**config.mk**
```make
export PLATFORM = sky130hd
export DESIGN_NAME = amd_decoder
export DESIGN_NICKNAME = d
export VERILOG_FILES = /design/src/hdl/amd_pkg.sv /design/src/hdl/amd_decoder.sv
export SDC_FILE = /design/constraint.sdc
export NUM_CORES = 1
export LEC_CHECK = 0
export BUFFER_PORTS_ARGS = -buffer_cell sky130_fd_sc_hd__buf_2
export CORE_UTILIZATION = 54
export DETAILED_ROUTE_END_ITERATION = 10
export GPL_ROUTABILITY_DRIVEN = 0
export PLACE_DENSITY = 0.78
export SYNTH_ARGS = -nofsm -noshare
export SYNTH_HDL_FRONTEND = slang
export SYNTH_SLANG_ARGS = --single-unit
```
**constraint.sdc**
```tcl
create_clock -name clk_i -period 3.85 [get_ports clk_i]
set_input_delay 0.1925 -clock clk_i [delete_from_list [all_inputs] [get_ports clk_i]]
set_output_delay 0.1925 -clock clk_i [all_outputs]
set_load 0.1 [all_outputs]
```
**src/hdl/amd_pkg.sv**
```systemverilog
package amd_pkg;

  // How it works
  // - seventeen operand addressing modes in seven families are decoded
  // - inherent instructions are one byte, no operand fetch at all
  // - immediate takes one value byte, used as is, no memory access
  // - short direct fetches one address byte, page zero only
  // - long direct fetches a two byte address word, full 64 KB
  // - indexed address is unsigned sum of index register and offset
  // - indexed without offset fetches nothing, index alone is the address
  // - short indexed adds one offset byte, reaches up to 1FE, no wrap
  // - long indexed adds index to a two byte offset word
  // - short indirect reads a byte pointer from page zero
  // - long indirect modes read a word pointer via one address byte
  // - indirect indexed adds index to the pointer read from page zero
  // - short indirect indexed byte pointer plus index reaches 00 to 1FE
  // - memory to memory operations refuse the four long modes and accept all others
  // - long modes cost extra bytes and cycles but reach 64 KB
  // - set mask raises interrupt level to 3, clear mask lowers to 0
  // - relative modes add a signed 8-bit offset to the program counter
  // - relative indirect reads its offset from memory via pointer byte

  // -----------------------------------------------------------------
  // types
  // -----------------------------------------------------------------
  typedef enum logic [4:0] {
    AM_INH, AM_IMM, AM_DIR_S, AM_DIR_L, AM_IDX_0, AM_IDX_S, AM_IDX_L,
    AM_IND_S, AM_IND_L, AM_IIX_S, AM_IIX_L, AM_REL_D, AM_REL_I,
    AM_BIT_D, AM_BIT_I, AM_BTR_D, AM_BTR_I
  } amd_mode_t;

  typedef enum logic [1:0] {
    INH_OTHER, SET_INT_MASK_INSTR, CLEAR_INT_MASK_INSTR, WAIT_FOR_IRQ_INSTR
  } amd_inh_t;

  typedef struct packed {
    amd_mode_t mode;
    logic use_y;
    logic mem2mem;
    amd_inh_t inh;
    logic [2:0] bit_num;
    logic [15:0] pc;
    logic [7:0] idx_x;
    logic [7:0] idx_y;
  } amd_req_t;

  typedef struct packed {
    logic [15:0] ea;
    logic [15:0] target;
    logic [7:0] operand;
    logic [7:0] bit_mask;
    logic [1:0] len;
    logic illegal;
  } amd_res_t;

  // -----------------------------------------------------------------
  // constants
  // -----------------------------------------------------------------
  localparam logic [7:0] PAGE0_HI = 8'h00;
  localparam logic [7:0] BYTE_RST = 8'h00;
  localparam logic [15:0] WORD_RST = 16'h0000;
  localparam logic [7:0] BIT_ONE = 8'h01;
  localparam logic [1:0] INT_LVL_SET = 2'h3;
  localparam logic [1:0] INT_LVL_CLR = 2'h0;
  localparam logic [1:0] INT_LVL_RST = 2'h3;

endpackage

```
**src/hdl/amd_decoder.sv**
```systemverilog
`timescale 1ns/100ps
`default_nettype none

module amd_decoder
  import amd_pkg::*;
(
  input wire logic clk_i,
  input wire logic rst_n_i,
  input wire logic req_i,
  input wire amd_req_t req_data_i,
  input wire logic rd_valid_i,
  input wire logic [7:0] rd_data_i,
  output logic busy_o,
  output logic rd_req_o,
  output logic [15:0] rd_addr_o,
  output logic done_o,
  output amd_res_t res_o,
  output logic [1:0] int_level_o,
  output logic wfi_o
);

  // -----------------------------------------------------------------
  // helpers
  // -----------------------------------------------------------------
  typedef enum logic [1:0] {ST_IDLE, ST_FETCH, ST_PTR, ST_DONE} amd_state_t;

  // bytes that follow the opcode in the stream
  function automatic logic [1:0] stream_len(input amd_mode_t m);
    logic [1:0] n;
    n = 2'h0;
    unique case (m)
      AM_INH, AM_IDX_0: n = 2'h0;
      AM_IMM, AM_DIR_S, AM_IDX_S: n = 2'h1;
      AM_IND_S, AM_IND_L, AM_IIX_S, AM_IIX_L: n = 2'h1;
      AM_REL_D, AM_REL_I, AM_BIT_D, AM_BIT_I: n = 2'h1;
      // long direct and long indexed forms and bit relative cost an extra byte
      AM_DIR_L, AM_IDX_L, AM_BTR_D, AM_BTR_I: n = 2'h2;
      default: n = 2'h0;
    endcase
    return n;
  endfunction
  // bytes of pointer read from page zero
  function automatic logic [1:0] ptr_len(input amd_mode_t m);
    logic [1:0] n;
    n = 2'h0;
    unique case (m)
      AM_IND_S, AM_IIX_S, AM_REL_I, AM_BIT_I, AM_BTR_I: n = 2'h1;
      AM_IND_L, AM_IIX_L: n = 2'h2;
      default: n = 2'h0;
    endcase
    return n;
  endfunction

  // zero extended 8-bit index, unsigned sum
  function automatic logic [15:0] idx_add(input logic [15:0] base,
                                          input logic [7:0] idx);
    logic [15:0] s;
    s = base + {PAGE0_HI, idx};
    return s;
  endfunction

  // signed 8-bit offset on the program counter
  function automatic logic [15:0] rel_add(input logic [15:0] pc,
                                          input logic [7:0] off);
    logic [15:0] s;
    s = pc + {{8{off[7]}}, off};
    return s;
  endfunction

  function automatic logic [15:0] page0(input logic [7:0] a);
    return {PAGE0_HI, a};
  endfunction

  // -----------------------------------------------------------------
  // state
  // -----------------------------------------------------------------
  amd_state_t state_ff;
  amd_state_t nxt_state;
  amd_req_t req_ff;
  logic [15:0] pc_ff;
  logic [1:0] cnt_ff;
  logic [1:0] pcnt_ff;
  logic [7:0] sbuf_ff [0:1];
  logic [7:0] pbuf_ff [0:1];
  logic rd_req_ff;
  logic nxt_rd_req;
  logic [15:0] rd_addr_ff;
  logic [15:0] nxt_rd_addr;
  logic done_ff;
  amd_res_t res_ff;
  amd_res_t nxt_res;
  logic [1:0] int_lvl_ff;
  logic wfi_ff;
  logic busy_ff;
  logic beat;
  logic take;
  logic bad_req;
  logic bad_ff;
  logic [7:0] ptr_base;
  logic [7:0] idx_sel;

  assign beat = rd_req_ff && rd_valid_i;
  assign take = (state_ff == ST_IDLE) && req_i;
  assign idx_sel = req_ff.use_y ? req_ff.idx_y : req_ff.idx_x;
  // pointer address is always the first stream byte
  assign ptr_base = (cnt_ff == 2'h0) ? rd_data_i : sbuf_ff[0];

  // memory to memory only with short modes
  assign bad_req = req_data_i.mem2mem &&
    (req_data_i.mode inside {AM_DIR_L, AM_IDX_L, AM_IND_L, AM_IIX_L});

  // -----------------------------------------------------------------
  // sequencing
  // -----------------------------------------------------------------
  always_comb
  begin
    nxt_state = state_ff;
    nxt_rd_addr = rd_addr_ff;
    unique case (state_ff)
      ST_IDLE:
      begin
        if (req_i)
        begin
          nxt_rd_addr = req_data_i.pc;
          if (bad_req || stream_len(req_data_i.mode) == 2'h0)
            nxt_state = ST_DONE;
          else
            nxt_state = ST_FETCH;
        end
      end
      ST_FETCH:
      begin
        if (beat)
        begin
          nxt_rd_addr = pc_ff + 16'h0001;
          if (cnt_ff + 2'h1 == stream_len(req_ff.mode))
          begin
            if (ptr_len(req_ff.mode) != 2'h0)
            begin
              nxt_rd_addr = page0(ptr_base);
              nxt_state = ST_PTR;
            end
            else
              nxt_state = ST_DONE;
          end
        end
      end
      ST_PTR:
      begin
        if (beat)
        begin
          nxt_rd_addr = page0(rd_addr_ff[7:0] + 8'h01);
          if (pcnt_ff + 2'h1 == ptr_len(req_ff.mode))
            nxt_state = ST_DONE;
        end
      end
      ST_DONE:
        nxt_state = ST_IDLE;
    endcase
  end

  assign nxt_rd_req = (nxt_state == ST_FETCH) || (nxt_state == ST_PTR);

  always_ff @(posedge clk_i or negedge rst_n_i)
  begin
    if (!rst_n_i)
      state_ff <= ST_IDLE;
    else
      state_ff <= nxt_state;
  end

  always_ff @(posedge clk_i or negedge rst_n_i)
  begin
    if (!rst_n_i)
    begin
      rd_req_ff <= 1'b0;
      rd_addr_ff <= WORD_RST;
      busy_ff <= 1'b0;
    end
    else
    begin
      rd_req_ff <= nxt_rd_req;
      rd_addr_ff <= nxt_rd_addr;
      busy_ff <= nxt_state != ST_IDLE;
    end
  end

  // -----------------------------------------------------------------
  // capture of request and bytes
  // -----------------------------------------------------------------
  always_ff @(posedge clk_i or negedge rst_n_i)
  begin
    if (!rst_n_i)
    begin
      req_ff <= '0;
      bad_ff <= 1'b0;
    end
    else if (take)
    begin
      req_ff <= req_data_i;
      bad_ff <= bad_req;
    end
  end

  always_ff @(posedge clk_i or negedge rst_n_i)
  begin
    if (!rst_n_i)
    begin
      pc_ff <= WORD_RST;
      cnt_ff <= 2'h0;
      pcnt_ff <= 2'h0;
    end
    else if (take)
    begin
      pc_ff <= req_data_i.pc;
      cnt_ff <= 2'h0;
      pcnt_ff <= 2'h0;
    end
    else if (beat && state_ff == ST_FETCH)
    begin
      pc_ff <= pc_ff + 16'h0001;
      cnt_ff <= cnt_ff + 2'h1;
    end
    else if (beat && state_ff == ST_PTR)
      pcnt_ff <= pcnt_ff + 2'h1;
  end

  // stream and pointer bytes, high byte first for words
  always_ff @(posedge clk_i or negedge rst_n_i)
  begin
    if (!rst_n_i)
    begin
      sbuf_ff[0] <= BYTE_RST;
      sbuf_ff[1] <= BYTE_RST;
      pbuf_ff[0] <= BYTE_RST;
      pbuf_ff[1] <= BYTE_RST;
    end
    else if (beat && state_ff == ST_FETCH)
      sbuf_ff[cnt_ff[0]] <= rd_data_i;
    else if (beat && state_ff == ST_PTR)
      pbuf_ff[pcnt_ff[0]] <= rd_data_i;
  end

  // -----------------------------------------------------------------
  // effective address forming
  // -----------------------------------------------------------------
  always_comb
  begin
    nxt_res = '0;
    nxt_res.len = bad_ff ? 2'h0 : stream_len(req_ff.mode);
    nxt_res.illegal = bad_ff;
    nxt_res.bit_mask = BIT_ONE << req_ff.bit_num;
    nxt_res.target = pc_ff;
    unique case (req_ff.mode)
      AM_INH:
        nxt_res.ea = WORD_RST;
      AM_IMM:
        nxt_res.operand = sbuf_ff[0];
      AM_DIR_S, AM_BIT_D, AM_BTR_D:
        nxt_res.ea = page0(sbuf_ff[0]);
      AM_DIR_L:
        nxt_res.ea = {sbuf_ff[0], sbuf_ff[1]};
      AM_IDX_0:
        nxt_res.ea = page0(idx_sel);
      AM_IDX_S:
        nxt_res.ea = idx_add(page0(sbuf_ff[0]), idx_sel);
      AM_IDX_L:
        nxt_res.ea = idx_add({sbuf_ff[0], sbuf_ff[1]}, idx_sel);
      AM_IND_S, AM_BIT_I, AM_BTR_I:
        nxt_res.ea = page0(pbuf_ff[0]);
      AM_IND_L:
        nxt_res.ea = {pbuf_ff[0], pbuf_ff[1]};
      AM_IIX_S:
        nxt_res.ea = idx_add(page0(pbuf_ff[0]), idx_sel);
      AM_IIX_L:
        nxt_res.ea = idx_add({pbuf_ff[0], pbuf_ff[1]}, idx_sel);
      AM_REL_D:
      begin
        nxt_res.operand = sbuf_ff[0];
        nxt_res.target = rel_add(pc_ff, sbuf_ff[0]);
      end
      AM_REL_I:
      begin
        nxt_res.operand = pbuf_ff[0];
        nxt_res.target = rel_add(pc_ff, pbuf_ff[0]);
      end
      default:
        nxt_res.illegal = 1'b1;
    endcase
    // bit relative: second stream byte is the branch offset
    if (req_ff.mode inside {AM_BTR_D, AM_BTR_I})
    begin
      nxt_res.operand = sbuf_ff[1];
      nxt_res.target = rel_add(pc_ff, sbuf_ff[1]);
    end
    // refused request fetched nothing; report no bytes
    if (bad_ff)
      nxt_res.ea = WORD_RST;
  end

  always_ff @(posedge clk_i or negedge rst_n_i)
  begin
    if (!rst_n_i)
    begin
      done_ff <= 1'b0;
      res_ff <= '0;
    end
    else
    begin
      done_ff <= state_ff == ST_DONE;
      if (state_ff == ST_DONE)
        res_ff <= nxt_res;
    end
  end

  // -----------------------------------------------------------------
  // interrupt level and wait
  // -----------------------------------------------------------------
  always_ff @(posedge clk_i or negedge rst_n_i)
  begin
    if (!rst_n_i)
    begin
      int_lvl_ff <= INT_LVL_RST;
      wfi_ff <= 1'b0;
    end
    else
    begin
      wfi_ff <= 1'b0;
      if (state_ff == ST_DONE && req_ff.mode == AM_INH)
      begin
        if (req_ff.inh == SET_INT_MASK_INSTR)
          int_lvl_ff <= INT_LVL_SET;
        else if (req_ff.inh == CLEAR_INT_MASK_INSTR)
          int_lvl_ff <= INT_LVL_CLR;
        wfi_ff <= req_ff.inh == WAIT_FOR_IRQ_INSTR;
      end
    end
  end

  // -----------------------------------------------------------------
  // outputs
  // -----------------------------------------------------------------
  assign busy_o = busy_ff;
  assign rd_req_o = rd_req_ff;
  assign rd_addr_o = rd_addr_ff;
  assign done_o = done_ff;
  assign res_o = res_ff;
  assign int_level_o = int_lvl_ff;
  assign wfi_o = wfi_ff;

endmodule

`default_nettype wire

```
# ---- After elaboration in Yosys (flattened, before gate mapping)
# Memory sizes are Yosys's and may differ from the RTL's.
# Index checks and enable logic that the tools add are counted.
dict set report totals {
  register_bits 155
  mem_count 3
  out_inout_bits 73
  in_bits 56
  romBits 192
}
# name words width read_ports rd_ports_with_merged_regs write_ports line_no
set mem_list {}
lappend mem_list {{(no name shown)} 32 2 1 0 0 amd_decoder.sv:31} ;# unique case (m)
lappend mem_list {{(no name shown)} 32 2 1 0 0 amd_decoder.sv:31}
lappend mem_list {{(no name shown)} 32 2 1 0 0 amd_decoder.sv:31}
dict set report classes {
  n_eq_ne 34
  addsub 11
  bitwise_logic 3
  shift 1
  n_reduce_logical 32
  mux 49
  magnitude_cmp 4
}
# cell count
set ops {}
lappend ops {{$pmux W16 S9} 1}
lappend ops {{$mux W16} 8}
lappend ops {{$eq A5 B4 Y1 const B} 10}
lappend ops {{$add A16 B16 Y16} 3}
lappend ops {{$pmux W16 S3} 1}
lappend ops {{$mux W2} 23}
lappend ops {{$add A16 B8 Y16} 2}
lappend ops {{$bwmux W16} 2}
lappend ops {{$mux W8} 4}
lappend ops {{$pmux W16 S2} 1}
lappend ops {{$eq A5 B3 Y1 const B} 5}
lappend ops {{$mux W24} 1}
lappend ops {{$add A8 B8 Y9} 2}
lappend ops {{$reduce_or A17 Y1} 1}
lappend ops {{$add A16 B1 Y16 const B} 1}
lappend ops {{$demux W8 S1} 2}
lappend ops {{$pmux W8 S2} 1}
lappend ops {{$eq A5 B2 Y1 const B} 3}
lappend ops {{$reduce_bool A2 Y1} 6}
lappend ops {{$eq A2 B2 Y1 const B} 5}
lappend ops {{$add A8 B1 Y8 const B} 1}
lappend ops {{$logic_and A1 B1 Y1} 8}
lappend ops {{$ne A2 B2 Y1 const B} 4}
lappend ops {{$pmux W2 S4} 1}
lappend ops {{other kinds (22)} 38}

# ---- Logic depth before layout (Yosys ltp)
# Gate-level depths: netlist of the first run.
dict set report depth {
  depth_word 14
  depth_mapped 16
  depth_no_buf 14
}

# ---- Worst setup path after synthesis of the first run
# Ideal clock, no wire load.
dict set report synth_path {
  kind {reg-to-reg}
  start {register req_ff[39] (netlist name)}
  end {register res_ff (netlist bit res_o[33])}
  n_path_buf 2
  setup_slack_ns 0.146
  path_stages_with_launch 16
  arrival_ns 3.579
  period_less_slack_ns 3.704
  setup_ns 0.125
  path_cell_list {dfrtp_1 -> inv_1 -> ha_1 -> and4b_1 -> buf_2 -> buf_1 -> mux2_2 -> ha_1 -> fa_1 -> a211oi_1 -> o21ai_0 -> a31oi_1 -> o21ai_0 -> xor2_1 -> o221ai_1 -> o2bb2ai_1}
}
dict set report synth_via {
  elab_chain_len 3
  elab_cells_between_ends 7
}
# item line_no
set synth_lines {}
lappend synth_lines {{start: declaration} amd_decoder.sv:79} ;# amd_req_t req_ff;
lappend synth_lines {{start signal: assignment} amd_decoder.sv:200} ;# req_ff <= req_data_i;
lappend synth_lines {{$eq A5 B4 Y1, or another cell as far along} amd_decoder.sv:254} ;# unique case (req_ff.mode)
lappend synth_lines {{$pmux W16 S2 or $reduce_bool A2 Y1 (tied branches)} {amd_decoder.sv:254, amd_decoder.sv:291}}
lappend synth_lines {{$mux W24 (*)} amd_decoder.sv:291} ;# if (req_ff.mode inside {AM_BTR_D, AM_BTR_I})
lappend synth_lines {{end signal: assignment} amd_decoder.sv:312} ;# res_ff <= nxt_res;
lappend synth_lines {{end: declaration} amd_decoder.sv:90} ;# amd_res_t res_ff;
# Every way passes the cells marked *; elsewhere a longest branch is shown, timed or not.
# A chain may end at the register's enable or synchronous reset.

# ---- Worst setup path after layout of the first run
dict set report layout_path {
  start {register req_ff[39] (netlist name)}
  end {register res_ff (netlist bit res_o[44])}
}
dict set report layout_via {
  elab_chain_len 4
  elab_cells_between_ends 17
}
# item line_no
set layout_lines {}
lappend layout_lines {{$eq A5 B5 Y1, or another cell as far along} amd_decoder.sv:254}
lappend layout_lines {{$reduce_or A3 Y1} --}
lappend layout_lines {{$pmux W16 S9 (*)} amd_decoder.sv:254}
lappend layout_lines {{$mux W16 (*)} amd_decoder.sv:297} ;# if (bad_ff)
# Marked as above.

==> results of run 1 <==
metal layers:
layer / vias up / wire length, microns
met1: 4943 / 14200
met5: - / 11
met3: 70 / 2490
met2: 499 / 13900
li1: 4761 / -
met4: 2 / 717
state kept, by name, indices dropped and copies added, names as in the netlist:
register     flops
done_o           1
state_ff         2
pc_ff           16
cnt_ff           2
pcnt_ff          2
busy_o           1
bad_ff           1
rd_addr_o       16
int_level_o      1
wfi_o            1
req_ff          27
res_o           51
rd_req_o         1
pbuf_ff         16
sbuf_ff         16
worst max-delay path, stage by stage (launching register included):
cell,delay [ns]
dfrtp_1,0.41
inv_1,0.13
ha_1,0.27
and4bb_2,0.44
mux2_2,0.40
ha_1,0.23
or2_2,0.32
a211oi_1,0.48
o31ai_1,0.18
xnor2_1,0.17
a222oi_1,0.42
o2bb2ai_1,0.09
cell usage in the layout, fill, tap and decap left out, drive strengths merged, types with 13 or more instances in the layout:
cell | netlist | final
o21ai | 74 | 74
xor2 | 45 | 45
nand2 | 201 | 201
a221o | 14 | 14
mux2 | 69 | 69
buf | 22 | 162
xnor2 | 29 | 29
o2bb2ai | 15 | 15
o221ai | 14 | 14
mux2i | 22 | 22
a21oi | 56 | 56
inv | 50 | 53
a31oi | 13 | 13
ha | 67 | 67
a21o | 18 | 18
clkbuf | 48 | 21
nand3 | 27 | 27
o211ai | 17 | 17
dlygate4sd3 | 0 | 27
nor3 | 28 | 28
nand2b | 15 | 15
o21a | 16 | 16
nor2 | 79 | 79
dfrtp | 153 | 153
kinds of logic after synthesis:
logic type      synth area share
xor+xnor                  0.0603
buf+inv                   0.0437
fa+ha+maj                 0.0835
compound gates             0.204
mux                       0.0907
simple gates               0.167
flops                      0.351
worst paths after layout:
| path | end | cells after the start |
|---|---|---|
| max in group asynchronous | int_level_o[0] | 3 |
| worst min register to register | req_ff[14] | 2 |
| worst max-delay path | res_o[44] | 11 |
| worst max register to register | res_o[44] | 11 |
| min in group asynchronous | res_o[32] | 2 |
| worst min-delay path | pc_ff[8] | 3 |
cells in the mapped netlist, types with 16 or more instances:
cell type	number	area [sq um]
nand3_1	27	135
dfrtp_1	153	3830
xor2_1	44	385
a21oi_1	56	280
ha_1	67	838
inv_1	50	188
mux2i_1	22	220
clkbuf_1	48	180
o211ai_1	17	128
nor2_1	79	297
xnor2_1	28	245
nor3_1	28	140
o21a_1	16	120
a21o_1	18	135
nand2_1	201	754
o21ai_0	74	370
mux2_2	69	777
area by class of cell:
| class | instances | area [sq um] | share of cell area |
|---|---|---|---|
| flip-flops and latches | 154 | 3850 | 0.301 |
| repair buffers | 189 | 1180 | 0.0918 |
| clock inverters | 11 | 110 | 0.00859 |
| well taps | 265 | 332 | 0.0259 |
| clock buffers | 21 | 460 | 0.0359 |
| inverters | 50 | 188 | 0.0146 |
| multi-input cells | 964 | 6690 | 0.522 |
metrics by stage:
stage                     area [sq um]   util  setup TNS, ns  hold slack (ns)  cells
after global placement           11900  0.606              0            0.183   1595
after detailed placement         11900  0.606              0            0.179   1595
after floorplan                  11000      -              0           -0.103   1238
after global routing             12800  0.650       -0.00582           0.0216   1654
after CTS                        12800  0.648              0         0.000740   1654
final                            12800  0.650              0           0.0103   1654
timing repair:
item                                    CTS  global route
hold buffers                             27             0
endpoints found under the setup margin    1             9
pin swaps                                 1             1
endpoints found under the hold margin    79             0
gates resized for setup                   0             9
==> reports/metrics.yaml, run 1 <==
status:
  outcome: "complete, no violations"
sta:
  drv_slew: 0
  maxSlewHeadroom: 0.231
  fin_crit_ns: 3.66
  fmax_mhz: 273
  setup_viol: 0
  fin_crit_sh: 0.950
  fin_worst_skew_ns: 0.0109
  tightest_slew_ns: 1.14
  fin_ws_ns: 0.194
  hold_viol_final: 0
cts:
  clk_latency_ns: 0.43
  cts_max_path_buffers: 2
  cts-buffers-inserted: 17
  cts-root-buf: "clkbuf_16"
  postCtsSetupBuffers: 0
  h-tree-depth: 4
  cts_tree: "done"
  cts.sinks: 154
  path_clk_slew_ns: 0.07
critical_path:
  worstPathArrival_ns: 3.97
  r2r_slack_ns: 0.19
  critPathMaxFanout: 10
  cp.required_ns: 4.16
  worstSetupEndpointType: "flop"
  startpoint_type: "flop"
  cp-startpoint: "req_ff[39]"
  r2r-start: "req_ff[39]"
  crit_type: "flop to flop"
synth:
  ys_async_sr_fraction: 1.00
  ys.flop_type: "dfrtp_1"
  synth.avg_cell_area_sq_um: 8.88
  synth_edf_count: 0
  ys_types: 73
  syn-cell-area_sq_um: 11000
  syn_nets: 1365
  yosysWarnings: 0
  synth-seq-cells: 154
  synthCells: 1238
  seq_area_frac_synth: 0.351
route:
  drtIter0Drc: 1037
  drc: 0
  vias: 10300
  wl_mm: 31.3
  avgRoutedWirePerCell_microns: 18.9
  viasPerCell: 6.21
  first_pass_iters: 6
  ant_nets: 0
floorplanning:
  dieArea_sq_um: 20900
  initial_utilization: 0.558
  die-width_microns: 145
  coreArea_sq_um: 19700
  std_cell_rows: 51
  die_h_microns: 145
  ios: 129
cells_and_area:
  fin_nets: 1503
  antenna_cells: 0
  area_growth_pct: 16.5
  drive_gt1_frac: 0.204
  fill_cells: 1556
global_route:
  grt.overflow.total: 0
  use_met2: 0.460
  grt_max_degree: 57
  grt_pass1_wl_mm: 49.3
  grt.total_usage: 0.305
  antenna_found_initial: 1
  grt_pass1_vias: 9450
  use_met1: 0.439
  busiest_layer: "met2"
  met3_usage: 0.0582
hold_path:
  hold_path_class: "primary input to flop"
  min_from: "req_data_i[24]"
run:
  cap_violations: 0
place:
  io_buffers: 128
  dp_slack_ns: 0.0149
  hpwl_mm: 22.0
Power of run 1 is not shown: default switching activity piles up to over one toggle a cycle in this logic, so the estimate is an artifact.
==> run 2: changes to the inputs <==
--- a/config.mk
+++ b/config.mk
@@ -9,7 +9,7 @@
 export CORE_UTILIZATION = 54
 export DETAILED_ROUTE_END_ITERATION = 10
 export GPL_ROUTABILITY_DRIVEN = 0
-export PLACE_DENSITY = 0.78
+export PLACE_DENSITY = 0.77
 export SYNTH_ARGS = -nofsm -noshare
 export SYNTH_HDL_FRONTEND = slang
 export SYNTH_SLANG_ARGS = --single-unit
==> reports/metrics.yaml, run 2 (synthesis results as in run 1) <==
cells_and_area:
  multi_input_area_sq_um: 6690
  final_cell_mix: "nand2_1, dfrtp_1, buf_2"
  fill_cells: 1597
  fin_nets: 1501
  area_growth_pct: 16.7
  largest_reg_flops: 51
  mostFrequentLayoutCell: "nand2_1"
  drive_gt1_frac: 0.201
  regArea_sq_um: 3850
  utilization: 0.651
hold_path:
  min_from: "req_data_i[25]"
  hold_path_class: "primary input to flop"
global_route:
  antenna_found_initial: 0
  grt.overflow.total: 0
  grt.total_usage: 0.311
  grt_pass1_wl_mm: 50.1
  grt_pass1_vias: 9411
  grt_max_degree: 100
floorplanning:
  coreArea_sq_um: 19700
  dieArea_sq_um: 20900
  ios: 129
  initial_utilization: 0.558
  die_h_microns: 145
  std_cell_rows: 51
  die-width_microns: 145
route:
  avgRoutedWirePerCell_microns: 19.1
  ant_nets: 0
  first_pass_iters: 6
  viasPerCell: 6.21
  wl_mm: 31.6
  drc: 0
  vias: 10300
  drtIter0Drc: 1188
critical_path:
  worstPathArrival_ns: 3.94
  cp-startpoint: "req_ff[39]"
  r2r-end: "res_o[30]"
  r2r_cells: 13
  startpoint_type: "flop"
  worstSetupEndpointType: "flop"
  endpoint: "res_o[30]"
  critPathMaxFanout: 8
  r2r-start: "req_ff[39]"
  crit_type: "flop to flop"
  r2r_slack_ns: 0.19
  cp.required_ns: 4.14
sta:
  whs_ns: 0.00607
  fin_crit_ns: 3.66
  hold_viol_final: 0
  fin_crit_sh: 0.950
  rsz0062_at_grt: "no"
  maxSlewHeadroom: 0.269
  setup_tns_ns: 0
  fin_worst_skew_ns: 0.0107
  tightest_slew_ns: 1.09
  fmax_mhz: 274
  fin_ws_ns: 0.194
  drv_slew: 0
  setup_viol: 0
cts:
  clk_latency_ns: 0.44
  cts-buffers-inserted: 17
  cts.sinks: 154
  h-tree-depth: 4
  path_clk_slew_ns: 0.06
  cts_max_path_buffers: 2
  cts-root-buf: "clkbuf_16"
  cts_tree: "done"
status:
  outcome: "complete, no violations"
place:
  dp_slack_ns: 0.0970
  io_buffers: 128
  hpwl_mm: 21.9
run:
  cap_violations: 0
==> run 2: worst max-delay path: stages (launching register included) <==
cell and delay, ns:
dfrtp_1 0.42, inv_1 0.14, ha_2 0.27, and4b_2 0.32, buf_4 0.20, mux2_2 0.36
ha_1 0.37, o211ai_1 0.14, a21boi_0 0.39, nand3_1 0.15, o21ai_1 0.33, nor4_1 0.08
a31oi_1 0.21, a31oi_1 0.11
==> run 2: timing repair <==
item / in CTS / in global routing
buffers inserted: 0 / 0
hold buffers: 27 / 0
endpoints found under the setup margin: 0 / 9
gates resized for setup: 0 / 7
hold endpoints to repair: 122 / 0
==> run 2: area by class of cell <==
cell class / count / area share
Timing Repair Buffer: 187 / 0.0902
Sequential cell: 154 / 0.300
Tap cell: 265 / 0.0258
Multi-Input combinational cell: 964 / 0.521
Antenna cell: 2 / 0.000390
Clock buffer: 22 / 0.0362
Clock inverter: 10 / 0.0110
Inverter: 50 / 0.0146
==> run 2: per-layer routing <==
metal  part of all wire  wire length (microns)  GRT usage
met5                  0                      0          0
met4              0.031                    976      0.118
met3              0.084                   2650     0.0526
met2               0.43                  13700      0.464
met1               0.45                  14300      0.450
==> run 2: how the worst min path moves through the flow <==
stage | cells past startpoint | to | slack (ns)
after floorplan | 0 | bad_ff | -0.10
after global placement | 1 | res_o[30] | 0.35
after detailed placement | 1 | res_o[33] | 0.35
after CTS | 3 | pc_ff[9] | 0.001
after global routing | 3 | pc_ff[9] | 0.00002
final | 3 | pc_ff[9] | 0.006
==> run 2: through the flow <==
step | area (sq um) | cells
finish | 12800 | 1654
global route | 12800 | 1652
CTS | 12800 | 1652
detailed placement | 11900 | 1593
global placement | 11900 | 1593
floorplan | 11000 | 1238
Power of run 2 is left out for the same reason.
